[config.mk]
export PLATFORM = sky130hd
export DESIGN_NAME = reset_boot_loader
export DESIGN_NICKNAME = d
export VERILOG_FILES = /design/src/verilog/reset_boot_loader.v
export VERILOG_INCLUDE_DIRS = /design/src /design/src/verilog
export SDC_FILE = /design/constraint.sdc
export NUM_CORES = 1
export LEC_CHECK = 0
export BUFFER_PORTS_ARGS = -buffer_cell sky130_fd_sc_hd__buf_4
export CAP_MARGIN = 30
export CORE_UTILIZATION = 40
export CTS_CLUSTER_SIZE = 20
export DETAILED_ROUTE_END_ITERATION = 10
export MAX_ROUTING_LAYER = met4
export PLACE_DENSITY = 0.69
export SYNTH_ARGS = -nofsm -noshare
export SYNTH_HDL_FRONTEND = slang
export SYNTH_SLANG_ARGS = --single-unit
[constraint.sdc]
create_clock -name clk_sys -period 2.8 [get_ports clk_sys]
set_clock_uncertainty 0.05 [all_clocks]
set_input_delay 0.56 -clock clk_sys [delete_from_list [all_inputs] [get_ports clk_sys]]
set_output_delay 0.56 -clock clk_sys [all_outputs]
set_load 0.005 [all_outputs]
[src/verilog/reset_boot_loader_defs.vh]
// Purpose: constants of the reset-time boot loader
// Assumes: included by its bare name
// Notes: definitions only
`ifndef RESET_BOOT_LOADER_DEFS_VH
`define RESET_BOOT_LOADER_DEFS_VH

// ----------------------------------------
// boot mode codes
// ----------------------------------------
`define RBL_MODE_EXT_EXEC 3'h0
`define RBL_MODE_FLASH8 3'h1
`define RBL_MODE_SPI_A8 3'h2
`define RBL_MODE_SPI_A16 3'h3

// ----------------------------------------
// addresses
// ----------------------------------------
`define RBL_EXT_EXEC_ADDR 32'h02000000
`define RBL_L2_EXEC_ADDR 32'h00000000
`define RBL_L2_BASE 18'h00000
`define RBL_FLASH_BASE 24'h000000

// ----------------------------------------
// flash bank timing in clock cycles
// ----------------------------------------
`define RBL_FL_SETUP 4'h4
`define RBL_FL_ACCESS 4'hf
`define RBL_FL_HOLD 4'h3
`define RBL_FL_SAMPLE 4'h1

// ----------------------------------------
// serial boot
// ----------------------------------------
`define RBL_SPI_READ_CMD 8'h03
`define RBL_SPI_START_ADDR 8'h00
`define RBL_SPI_HALF 3'h4
`define RBL_HDR_BYTES 3'h4
`define RBL_SYNC_WAIT 2'h3

`endif

[src/verilog/reset_boot_loader.v]
// Purpose: reset-time boot sequencer that loads second level sram or jumps to external code
// Assumes: clk_sys 200 MHz, reset_n async active low, soft_reset a one-cycle pulse on clk_sys
// Notes: how it works
// How it works
// - capture mode pins at power-on and soft reset
// - decode 000 exec, 001 flash, 010/011 serial
// - direct mode jumps to 0x2000000, 16-bit packing
// - flash via bank 4, setup 4 access 15 hold 3
// - serial boot selects one eeprom by flag 10
// - 8-bit serial boot: read command, address 0x00
// - 16-bit serial boot: read command, address 0x0000
// - four-byte length first, then that many bytes
// - after load jump to start of sram
// - bypass bit skips load on soft reset
`include "reset_boot_loader_defs.vh"
`timescale 1ns/1ps
`default_nettype none

// ----------------------------------------
// byte fifo
// ----------------------------------------
module boot_byte_fifo #(
    parameter WIDTH = 8,
    parameter DEPTH = 16,
    parameter AW = 4
) (
    // clock and reset
    input wire clk_sys,
    input wire reset_n,
    input wire flush,
    // fill side
    input wire in_valid,
    output wire in_ready,
    input wire [WIDTH-1:0] in_data,
    // drain side
    output wire out_valid,
    input wire out_ready,
    output wire [WIDTH-1:0] out_data
);
    reg [WIDTH-1:0] mem [0:DEPTH-1];
    reg [AW-1:0] wr_q;
    reg [AW-1:0] rd_q;
    reg [AW:0] cnt_q;
    wire push = in_valid && in_ready;
    wire pop = out_valid && out_ready;

    assign in_ready = (cnt_q != DEPTH[AW:0]);
    assign out_valid = (cnt_q != {(AW+1){1'b0}});
    assign out_data = mem[rd_q];

    always @(posedge clk_sys) begin
        if (push) begin
            mem[wr_q] <= in_data;
        end
    end

    always @(posedge clk_sys or negedge reset_n) begin
        if (!reset_n) begin
            wr_q <= {AW{1'b0}};
            rd_q <= {AW{1'b0}};
            cnt_q <= {(AW+1){1'b0}};
        end else if (flush) begin
            wr_q <= {AW{1'b0}};
            rd_q <= {AW{1'b0}};
            cnt_q <= {(AW+1){1'b0}};
        end else begin
            if (push) begin
                wr_q <= wr_q + 1'b1;
            end
            if (pop) begin
                rd_q <= rd_q + 1'b1;
            end
            if (push && !pop) begin
                cnt_q <= cnt_q + 1'b1;
            end else if (pop && !push) begin
                cnt_q <= cnt_q - 1'b1;
            end
        end
    end
endmodule

// ----------------------------------------
// boot sequencer
// ----------------------------------------
module reset_boot_loader (
    // clock and reset
    input wire clk_sys,
    input wire reset_n,
    // software reset and reset configuration bit 4
    input wire soft_reset,
    input wire reset_cfg_bypass,
    // boot mode pins
    input wire [2:0] boot_mode_select,
    // parallel flash on bank 4
    output reg [23:0] flash_addr,
    output reg flash_bank4_sel_n,
    output reg flash_rd_n,
    input wire [7:0] flash_data,
    // serial boot port
    output reg spi_sck,
    output reg spi_mosi,
    input wire spi_miso,
    output reg serial_boot_chip_select_flag_n,
    // second level sram write port
    output reg [17:0] sram_addr,
    output reg [7:0] sram_wdata,
    output reg sram_we,
    input wire sram_ready,
    // execution hand-off
    output reg exec_start,
    output reg [31:0] exec_addr,
    output reg exec_pack16,
    output reg boot_busy,
    output reg boot_error
);
    localparam ST_SAMPLE = 4'h0;
    localparam ST_NEXT = 4'h1;
    localparam ST_FL_SETUP = 4'h2;
    localparam ST_FL_ACC = 4'h3;
    localparam ST_FL_HOLD = 4'h4;
    localparam ST_SPI = 4'h5;
    localparam ST_DRAIN = 4'h6;
    localparam ST_DONE = 4'h7;
    localparam ST_ERROR = 4'h8;

    // ----------------------------------------
    // pin synchronisers
    // ----------------------------------------
    reg [2:0] mode_m_q;
    reg [2:0] mode_s_q;
    reg [7:0] fdat_m_q;
    reg [7:0] fdat_s_q;
    reg miso_m_q;
    reg miso_s_q;

    always @(posedge clk_sys or negedge reset_n) begin
        if (!reset_n) begin
            mode_m_q <= 3'h0;
            mode_s_q <= 3'h0;
            fdat_m_q <= 8'h00;
            fdat_s_q <= 8'h00;
            miso_m_q <= 1'b0;
            miso_s_q <= 1'b0;
        end else begin
            mode_m_q <= boot_mode_select;
            mode_s_q <= mode_m_q;
            fdat_m_q <= flash_data;
            fdat_s_q <= fdat_m_q;
            miso_m_q <= spi_miso;
            miso_s_q <= miso_m_q;
        end
    end

    // ----------------------------------------
    // serial byte engine, mode 0, msb first
    // ----------------------------------------
    reg [2:0] div_q;
    reg tick_q;
    reg spi_go_q;
    reg [7:0] spi_tx_q;
    reg spi_busy_q;
    reg [2:0] spi_bit_q;
    reg [7:0] spi_sh_q;
    reg spi_done_q;

    always @(posedge clk_sys or negedge reset_n) begin
        if (!reset_n) begin
            div_q <= 3'h0;
            tick_q <= 1'b0;
        end else begin
            tick_q <= (div_q == `RBL_SPI_HALF - 3'h1);
            div_q <= (div_q == `RBL_SPI_HALF - 3'h1) ? 3'h0 : div_q + 3'h1;
        end
    end

    always @(posedge clk_sys or negedge reset_n) begin
        if (!reset_n) begin
            spi_busy_q <= 1'b0;
            spi_bit_q <= 3'h0;
            spi_sh_q <= 8'h00;
            spi_done_q <= 1'b0;
            spi_sck <= 1'b0;
            spi_mosi <= 1'b0;
        end else begin
            spi_done_q <= 1'b0;
            if (soft_reset) begin
                spi_busy_q <= 1'b0;
                spi_sck <= 1'b0;
            end else if (spi_go_q) begin
                spi_busy_q <= 1'b1;
                spi_bit_q <= 3'h0;
                spi_sh_q <= spi_tx_q;
                spi_mosi <= spi_tx_q[7];
                spi_sck <= 1'b0;
            end else if (spi_busy_q && tick_q) begin
                if (!spi_sck) begin
                    spi_sck <= 1'b1;
                    spi_sh_q <= {spi_sh_q[6:0], miso_s_q};
                end else begin
                    spi_sck <= 1'b0;
                    spi_bit_q <= spi_bit_q + 3'h1;
                    spi_mosi <= spi_sh_q[7];
                    if (spi_bit_q == 3'h7) begin
                        spi_busy_q <= 1'b0;
                        spi_done_q <= 1'b1;
                    end
                end
            end
        end
    end

    // ----------------------------------------
    // byte fifo towards sram
    // ----------------------------------------
    reg push_q;
    reg [7:0] push_data_q;
    wire fifo_in_ready;
    wire fifo_out_valid;
    wire [7:0] fifo_out_data;
    wire fifo_out_ready = !sram_we || sram_ready;

    boot_byte_fifo #(.WIDTH(8), .DEPTH(16), .AW(4)) u_fifo (
        .clk_sys(clk_sys),
        .reset_n(reset_n),
        .flush(soft_reset),
        .in_valid(push_q),
        .in_ready(fifo_in_ready),
        .in_data(push_data_q),
        .out_valid(fifo_out_valid),
        .out_ready(fifo_out_ready),
        .out_data(fifo_out_data)
    );

    // ----------------------------------------
    // sequencer
    // ----------------------------------------
    reg [3:0] state_q;
    reg [1:0] wait_q;
    reg soft_q;
    reg bypass_q;
    reg [2:0] mode_q;
    reg [3:0] cyc_q;
    reg [1:0] phase_q;
    reg [2:0] hdr_q;
    reg [31:0] len_q;
    reg [31:0] loaded_q;
    reg [31:0] written_q;
    reg got;
    reg [7:0] got_byte;
    wire [1:0] addr_bytes = (mode_q == `RBL_MODE_SPI_A16) ? 2'h2 : 2'h1;

    // a fetched byte, from flash or from the serial data phase
    always @* begin
        got = 1'b0;
        got_byte = spi_sh_q;
        if (state_q == ST_FL_HOLD && cyc_q == `RBL_FL_SAMPLE) begin
            got = 1'b1;
            got_byte = fdat_s_q;
        end else if (state_q == ST_SPI && spi_done_q && phase_q > addr_bytes) begin
            got = 1'b1;
        end
    end

    always @(posedge clk_sys or negedge reset_n) begin
        if (!reset_n) begin
            state_q <= ST_SAMPLE;
            wait_q <= 2'h0;
            soft_q <= 1'b0;
            bypass_q <= 1'b0;
            mode_q <= 3'h0;
            cyc_q <= 4'h0;
            phase_q <= 2'h0;
            hdr_q <= 3'h0;
            len_q <= 32'h00000000;
            loaded_q <= 32'h00000000;
            push_q <= 1'b0;
            push_data_q <= 8'h00;
            spi_go_q <= 1'b0;
            spi_tx_q <= 8'h00;
            flash_addr <= `RBL_FLASH_BASE;
            flash_bank4_sel_n <= 1'b1;
            flash_rd_n <= 1'b1;
            serial_boot_chip_select_flag_n <= 1'b1;
            exec_start <= 1'b0;
            exec_addr <= 32'h00000000;
            exec_pack16 <= 1'b0;
            boot_busy <= 1'b1;
            boot_error <= 1'b0;
        end else if (soft_reset) begin
            state_q <= ST_SAMPLE;
            wait_q <= 2'h0;
            soft_q <= 1'b1;
            bypass_q <= reset_cfg_bypass;
            hdr_q <= 3'h0;
            len_q <= 32'h00000000;
            loaded_q <= 32'h00000000;
            push_q <= 1'b0;
            spi_go_q <= 1'b0;
            phase_q <= 2'h0;
            flash_addr <= `RBL_FLASH_BASE;
            flash_bank4_sel_n <= 1'b1;
            flash_rd_n <= 1'b1;
            serial_boot_chip_select_flag_n <= 1'b1;
            exec_start <= 1'b0;
            exec_pack16 <= 1'b0;
            boot_busy <= 1'b1;
            boot_error <= 1'b0;
        end else begin
            push_q <= 1'b0;
            spi_go_q <= 1'b0;
            exec_start <= 1'b0;
            if (got) begin
                if (hdr_q != `RBL_HDR_BYTES) begin
                    len_q <= {got_byte, len_q[31:8]};
                    hdr_q <= hdr_q + 3'h1;
                end else begin
                    push_q <= 1'b1;
                    push_data_q <= got_byte;
                    loaded_q <= loaded_q + 32'h1;
                end
            end
            case (state_q)
                ST_SAMPLE: begin
                    wait_q <= wait_q + 2'h1;
                    if (wait_q == `RBL_SYNC_WAIT) begin
                        mode_q <= mode_s_q;
                        if (soft_q && bypass_q) begin
                            state_q <= ST_DONE;
                            exec_addr <= `RBL_L2_EXEC_ADDR;
                            exec_start <= 1'b1;
                            boot_busy <= 1'b0;
                        end else if (mode_s_q == `RBL_MODE_EXT_EXEC) begin
                            state_q <= ST_DONE;
                            exec_addr <= `RBL_EXT_EXEC_ADDR;
                            exec_pack16 <= 1'b1;
                            exec_start <= 1'b1;
                            boot_busy <= 1'b0;
                        end else if (mode_s_q == `RBL_MODE_FLASH8 ||
                                     mode_s_q == `RBL_MODE_SPI_A8 ||
                                     mode_s_q == `RBL_MODE_SPI_A16) begin
                            state_q <= ST_NEXT;
                        end else begin
                            state_q <= ST_ERROR;
                        end
                    end
                end
                ST_NEXT: begin
                    if (push_q) begin
                        state_q <= ST_NEXT;
                    end else if (hdr_q == `RBL_HDR_BYTES && loaded_q == len_q) begin
                        state_q <= ST_DRAIN;
                        serial_boot_chip_select_flag_n <= 1'b1;
                    end else if (fifo_in_ready) begin
                        cyc_q <= 4'h0;
                        if (mode_q == `RBL_MODE_FLASH8) begin
                            state_q <= ST_FL_SETUP;
                            flash_bank4_sel_n <= 1'b0;
                        end else begin
                            state_q <= ST_SPI;
                            serial_boot_chip_select_flag_n <= 1'b0;
                            spi_go_q <= 1'b1;
                            if (phase_q == 2'h0) begin
                                spi_tx_q <= `RBL_SPI_READ_CMD;
                            end else begin
                                spi_tx_q <= `RBL_SPI_START_ADDR;
                            end
                        end
                    end
                end
                ST_FL_SETUP: begin
                    cyc_q <= cyc_q + 4'h1;
                    if (cyc_q == `RBL_FL_SETUP - 4'h1) begin
                        cyc_q <= 4'h0;
                        flash_rd_n <= 1'b0;
                        state_q <= ST_FL_ACC;
                    end
                end
                ST_FL_ACC: begin
                    cyc_q <= cyc_q + 4'h1;
                    if (cyc_q == `RBL_FL_ACCESS - 4'h1) begin
                        cyc_q <= 4'h0;
                        flash_rd_n <= 1'b1;
                        state_q <= ST_FL_HOLD;
                    end
                end
                ST_FL_HOLD: begin
                    cyc_q <= cyc_q + 4'h1;
                    if (cyc_q == `RBL_FL_HOLD - 4'h1) begin
                        flash_bank4_sel_n <= 1'b1;
                        flash_addr <= flash_addr + 24'h1;
                        state_q <= ST_NEXT;
                    end
                end
                ST_SPI: begin
                    if (spi_done_q) begin
                        if (phase_q <= addr_bytes) begin
                            phase_q <= phase_q + 2'h1;
                        end
                        state_q <= ST_NEXT;
                    end
                end
                ST_DRAIN: begin
                    if (written_q == len_q && !sram_we) begin
                        state_q <= ST_DONE;
                        exec_addr <= `RBL_L2_EXEC_ADDR;
                        exec_start <= 1'b1;
                        boot_busy <= 1'b0;
                    end
                end
                ST_DONE: begin
                    state_q <= ST_DONE;
                end
                ST_ERROR: begin
                    boot_error <= 1'b1;
                    boot_busy <= 1'b0;
                end
                default: begin
                    state_q <= ST_ERROR;
                end
            endcase
        end
    end

    // ----------------------------------------
    // sram writer, ascending from the base
    // ----------------------------------------
    always @(posedge clk_sys or negedge reset_n) begin
        if (!reset_n) begin
            sram_we <= 1'b0;
            sram_addr <= `RBL_L2_BASE;
            sram_wdata <= 8'h00;
            written_q <= 32'h00000000;
        end else if (soft_reset) begin
            sram_we <= 1'b0;
            sram_addr <= `RBL_L2_BASE;
            written_q <= 32'h00000000;
        end else begin
            if (sram_we && sram_ready) begin
                written_q <= written_q + 32'h1;
                sram_addr <= sram_addr + 18'h1;
            end
            if (fifo_out_ready) begin
                sram_we <= fifo_out_valid;
                if (fifo_out_valid) begin
                    sram_wdata <= fifo_out_data;
                end
            end
        end
    end
endmodule

`default_nettype wire

Word-level counts from Yosys, hierarchy flattened
Memory sizes are Yosys's and may differ from the RTL's. A register that Yosys moved wholly into a read port is not among the register bits.
Cells that the tools add are included.
Widths: inputs -> output; s select.
Cells by class
  mux-type cells: 133
  reduce and logical (&&, ||, !) cells: 70
  bitwise logic cells: 5
  add/sub/neg operators: 14
  equal/unequal tests: 49
  magnitude comparators: 2
Operator list (count)
  $mux 32: 12
  $mux 4: 22
  $mux 24: 3
  $add 32x1->32 const B: 2
  $eq 32x32->1: 2
  $mux 1: 64
  $pmux 32 s2: 1
  $reduce_bool 2->1: 19
  $mux 18: 2
  $pmux 4 s9: 1
  $ne 3x3->1 const B: 11
  $mux 8: 4
  $add 24x1->24 const B: 1
  $mux 3: 8
  $reduce_and 3->1: 8
  $reduce_bool 3->1: 7
  $add 18x1->18 const B: 1
  $eq 4x2->1 const B: 4
  $eq 4x3->1 const B: 4
  $mux 2: 8
  $ne 2x2->1 const B: 8
  $pmux 4 s4: 1
  $mux 5: 3
  $add 4x1->4 const B: 3
  33 further kinds: 74
Storage, ports and cells
  input port bits: 17
  output and inout bits: 92
  memories: 1
  flip-flop bits (word level): 272
  logic and storage cells: 317
  bits in writable memories: 128
Memory list
  u_fifo.mem: words 16, width 8, rd ports 1, clocked after Yosys merged registers in 1, wr ports 1, line reset_boot_loader.v:40  | reg [WIDTH-1:0] mem [0:DEPTH-1];

Logic depth before layout (Yosys ltp)
  depth after elaboration: 9
  gate-level depth with buffers: 10

Cells and area by module
From an unflattened synthesis, not the netlist that was laid out.
Second synthesis, totals
  cell total of the unflattened synthesis: 1412
  area total of the unflattened synthesis: 17300.3 sq um
Modules (own cells, without submodules)
  reset_boot_loader: sequential area each 5735.5 sq um, area each 11378.4 sq um, cells each 1119, times used 1
  boot_byte_fifo: sequential area each 4169.0 sq um, area each 5921.9 sq um, cells each 293, times used 1

Worst setup path after synthesis
OpenSTA, ideal clock, no wires.
  path kind: reg2reg
  start: register u_fifo.cnt_q[1]
  end: register u_fifo.cnt_q[4]
  clock period less this slack: 2932 ps
  data required time: 2618 ps
  path slack: -132 ps
  data arrival time: 2750 ps
  cell stages (with the launch flop): 11
  path through: dfrtp_1 -> or4_1 -> o21ai_1 -> and2_1 -> inv_1 -> fa_1 -> a21o_1 -> a21oi_1 -> mux2i_1 -> xor2_1 -> nor2_1
Between the ends
  cells in the longest elaborated chain, start to end: 6
  elaborated cells on any way between the ends: 14
  classes of those cells: 2 x add/sub; 1 x eq/ne; 3 x mux; 8 x reduce/logical
Ends and longest elaborated chain
  from (decl): line reset_boot_loader.v:43  | reg [AW:0] cnt_q;
  from (signal assigned): line reset_boot_loader.v:61  | cnt_q <= {(AW+1){1'b0}};
  from (signal assigned): line reset_boot_loader.v:65  | cnt_q <= {(AW+1){1'b0}};
  from (signal assigned): line reset_boot_loader.v:74  | cnt_q <= cnt_q + 1'b1;
  branches (longest 6 deep; another with $sub 5x1->5)
Parallel ways; which one is timed is not known. The select of a mux whose other input is x is not followed.
A chain may end at the register's enable or synchronous reset.

Final worst setup path
  start: register mode_q[2]
  end: register loaded_q[29]
Between the ends
  cells in the longest elaborated chain, start to end: 8
Ends and longest elaborated chain
  from (decl): line reset_boot_loader.v:241  | reg [2:0] mode_q;
  from (signal assigned): line reset_boot_loader.v:326  | mode_q <= mode_s_q;
  $eq 3x2->1 (no line)
  $mux 2: line reset_boot_loader.v:250  | wire [1:0] addr_bytes = (mode_q == `RBL_MODE_SPI_A16) ? 2'h2 : 2'h1;
  $gt 2x2->1: line reset_boot_loader.v:259  | end else if (state_q == ST_SPI && spi_done_q && phase_q > addr_bytes) begin
  $logic_and 1x1->1: line reset_boot_loader.v:259
  $mux 1: line reset_boot_loader.v:259
  $mux 1: line reset_boot_loader.v:256  | if (state_q == ST_FL_HOLD && cyc_q == `RBL_FL_SAMPLE) begin
  $reduce_bool 2->1 (no line)
  $reduce_and 2->1 (no line)
  to (signal assigned): line reset_boot_loader.v:319  | loaded_q <= loaded_q + 32'h1;
  to (decl): line reset_boot_loader.v:246  | reg [31:0] loaded_q;
No other way between the ends.

==> results.toml <==
[logic_synthesis]
synth_seq_cells = 370
ys_seq_area_frac = 0.589
synthTopCellsByArea = "dfrtp_1 35%, edfxtp_1 23%, xor2_1 6.0%"
async_reset_ff_frac = 0.654
synth_ff_type = "dfrtp_1"
post-synth-top-area-cell = "dfrtp_1"
synth-edff-count = 128
ys_types = 73
synth.avg_cell_area_um2 = 12.4
synthCells = 1358
yosys_warnings = 0
synth_top_area_share = 0.354
syn_area_mm2 = 0.0168

[sta]
post-route-period-util = 0.938
tightest_slew_ns = 0.866
whs_ns = 0.0713
setup-tns-final_ns = 0
setup_viol = 0
slew_violations = 0
max_slew_margin = 0.421
fmax_mhz = 381
rsz0062_at_grt = "no"
period_minus_slack_ns = 2.63
timing.final.hold_violations = 0

[floorplanning]
initial_core_util = 0.408
design.die.area_mm2 = 0.0429
num_rows = 74
ios = 109
core_area_mm2 = 0.0412
die_w_um = 207
die_h_um = 207

[clocking]
tritoncts = "yes"
cts.path.max_buffers = 3
cts_root_buf = "clkbuf_16"
numCtsBuffers = 40
cts.sinks = 370
clkSlewWorstSetupHoldPaths_ns = 0.06
clock_latency_ns = 0.55
h-tree-depth = 2

[placed_design]
io_buffers = 77
dp_hpwl_mm = 25.4
gp_congestion = 0.883

[setup_path]
worstPathCellList = "nand3b_1 > ha_1 > nor2b_1 > o2111ai_2 > a21oi_2 > buf_6 > o2111ai_1 > buf_4 > or4_1 > a21oi_1"
cpPeakStageDelay_ns = 0.41
crit_slowest_cell = "or4_1"
crit_required_ns = 3.23
path_class = "reg -> reg"
crit_path_max_fanout = 14
arrival_ns = 3.05
endpoint_kind = "flop"
startpoint_type = "flop"

[grt]
grt_usage = 0.178
antenna_found_initial = 0
grt-ovfl-total = 0
grt_max_degree = 70
grt_pass1_wl_mm = 59.8
grt_pass1_vias = 10900

[outcome]
status = "finished with violations"
failed_checks = "design-rule violations"

[drt]
first_pass_iters = 10
viasPerCell = 5.34
drt_iter0_drc = 911
dr_total_vias = 10900
post-route-drc-count = 5
routedWlPerCell_um = 18.0
drt_wl_total_mm = 36.5
route.antenna.remaining_nets = 0

[power]
ir_drop_uv = 394
p_leak_uw = 0.00824
p_per_area_mw_per_mm2 = 724

[cells_and_area]
drive_gt1_frac = 0.183
layout.nets = 1512
diodes = 0
area_growth_syn_to_layout_pct = 16.6
fillCellCount = 3550

[min_path]
holdCritPathClass = "in -> reg"

[job]
maxCapViolCount = 0
==> cells in the final DEF, fill, tap and decap left out, drive strengths merged, types with 3 or more instances in the layout <==
| cell type | count |
|---|---|
| buf | 127 |
| nand4 | 28 |
| or4 | 12 |
| mux2i | 21 |
| o21ai | 46 |
| dfrtp | 238 |
| clkinv | 8 |
| conb | 31 |
| nor2b | 5 |
| a22o | 33 |
| a31oi | 4 |
| o2111ai | 9 |
| mux4 | 40 |
| or2 | 7 |
| nand3 | 42 |
| nor3 | 21 |
| edfxtp | 128 |
| or3 | 28 |
| nor2 | 139 |
| nor3b | 3 |
| a21o | 3 |
| dfstp | 4 |
| inv | 34 |
| mux2 | 15 |
| nor4 | 22 |
| a21oi | 58 |
| and2 | 5 |
| xor2 | 115 |
| o31ai | 10 |
| xnor2 | 36 |
| nand2b | 3 |
| clkbuf | 58 |
| nand2 | 76 |
| and4 | 12 |
| and3 | 13 |
| bufinv | 5 |
| nand3b | 3 |
| ha | 24 |
==> flip-flops by register name (all words and copies together), names as in the netlist, 4 cells and up <==
name,flops
u_fifo.rd_q,4
state_q,4
u_fifo.mem,128
push_data_q,8
len_q,32
fdat_m_q,8
fdat_s_q,8
sram_wdata,8
written_q,32
loaded_q,32
sram_addr,18
flash_addr,24
cyc_q,4
spi_sh_q,8
u_fifo.cnt_q,5
u_fifo.wr_q,4
==> cell families after synthesis <==
group / after synthesis / synth area share
multiplexers: 76 / 0.0761
AND/OR/NAND/NOR: 428 / 0.129
adder cells (fa/ha/maj): 25 / 0.0190
XOR/XNOR: 151 / 0.0786
buffers and inverters: 120 / 0.0351
flip-flops: 370 / 0.589
AO/OA/AOI/OAI: 187 / 0.0734
other: 1 / 0.000223
==> what timing repair did <==
action                                  CTS  global route
endpoints found under the hold margin    64             0
setup buffers                             0             1
endpoints found under the setup margin    0            14
gates resized for setup                   0             8
hold buffers                              1             0
==> Yosys cell counts (all sizes together), types with 22 or more instances <==
cell	count
xnor2	36
or3	28
a22o	33
mux4	40
nor2	139
clkbuf	43
buf	45
nand4	28
xor2	115
dfrtp	238
nor4	22
inv	32
o21ai	46
nand2	76
a21oi	58
edfxtp	128
nand3	42
ha	24
==> through the flow <==
step | power, uW | std cells | util | worst slack (ns) | area [um2]
final | 14200 | 2033 | 0.476 | 0.175 | 19600
after detailed placement | 8800 | 1958 | 0.441 | 0.0501 | 18200
after global placement | 8730 | 1958 | 0.441 | 0.0839 | 18200
after floorplan | 7960 | 1388 | - | 0.00827 | 16900
after CTS | 14300 | 2032 | 0.475 | 0.0167 | 19600
after global routing | 14800 | 2033 | 0.476 | 0.0196 | 19600
==> area by class of cell <==
class	count	area (um2)	area share
sequential	370	9910	0.505
multi-input combinational	898	6490	0.331
clock buffer	58	1150	0.0586
timing repair buffer	128	1050	0.0535
tap	532	666	0.0339
clock inverter	15	231	0.0118
inverter	32	120	0.00612
==> layer usage <==
| layer | GRT usage | share of wire | up-vias |
|---|---|---|---|
| met5 | - | 0 | - |
| met1 | 0.234 | 0.45 | 5452 |
| li1 | - | - | 5100 |
| met3 | 0.0264 | 0.043 | 68 |
| met4 | 0.0515 | 0.023 | 0 |
| met2 | 0.286 | 0.49 | 235 |
==> report_power, final <==
part	total (uW)	internal, uW	leakage (uW)	switching, uW
registers	6160	5900	0.00437	263
logic	2550	1270	0.00319	1280
clock network	5490	3330	0.000677	2160
==> critical path, delay by kind of cell, from the launching register on <==
kind            cells  cell delay, ns
simple gates        3            0.80
flops               1            0.37
buf+inv             2            0.39
fa+ha+maj           1            0.31
compound gates      4            0.64
==> path summary, 6_finish.rpt <==
check,slack [ns],from,to,depth (start not counted)
max,0.17,mode_q[2],loaded_q[29],10
min,0.07,flash_data[1],fdat_m_q[1],1
max reg2reg,0.17,mode_q[2],loaded_q[29],10
min reg2reg,0.29,mode_m_q[2],mode_s_q[2],0
max in group asynchronous,1.40,reset_n,spi_sh_q[2],3
min in group asynchronous,0.49,reset_n,sram_wdata[6],2
(Power assumes the default switching activity.)
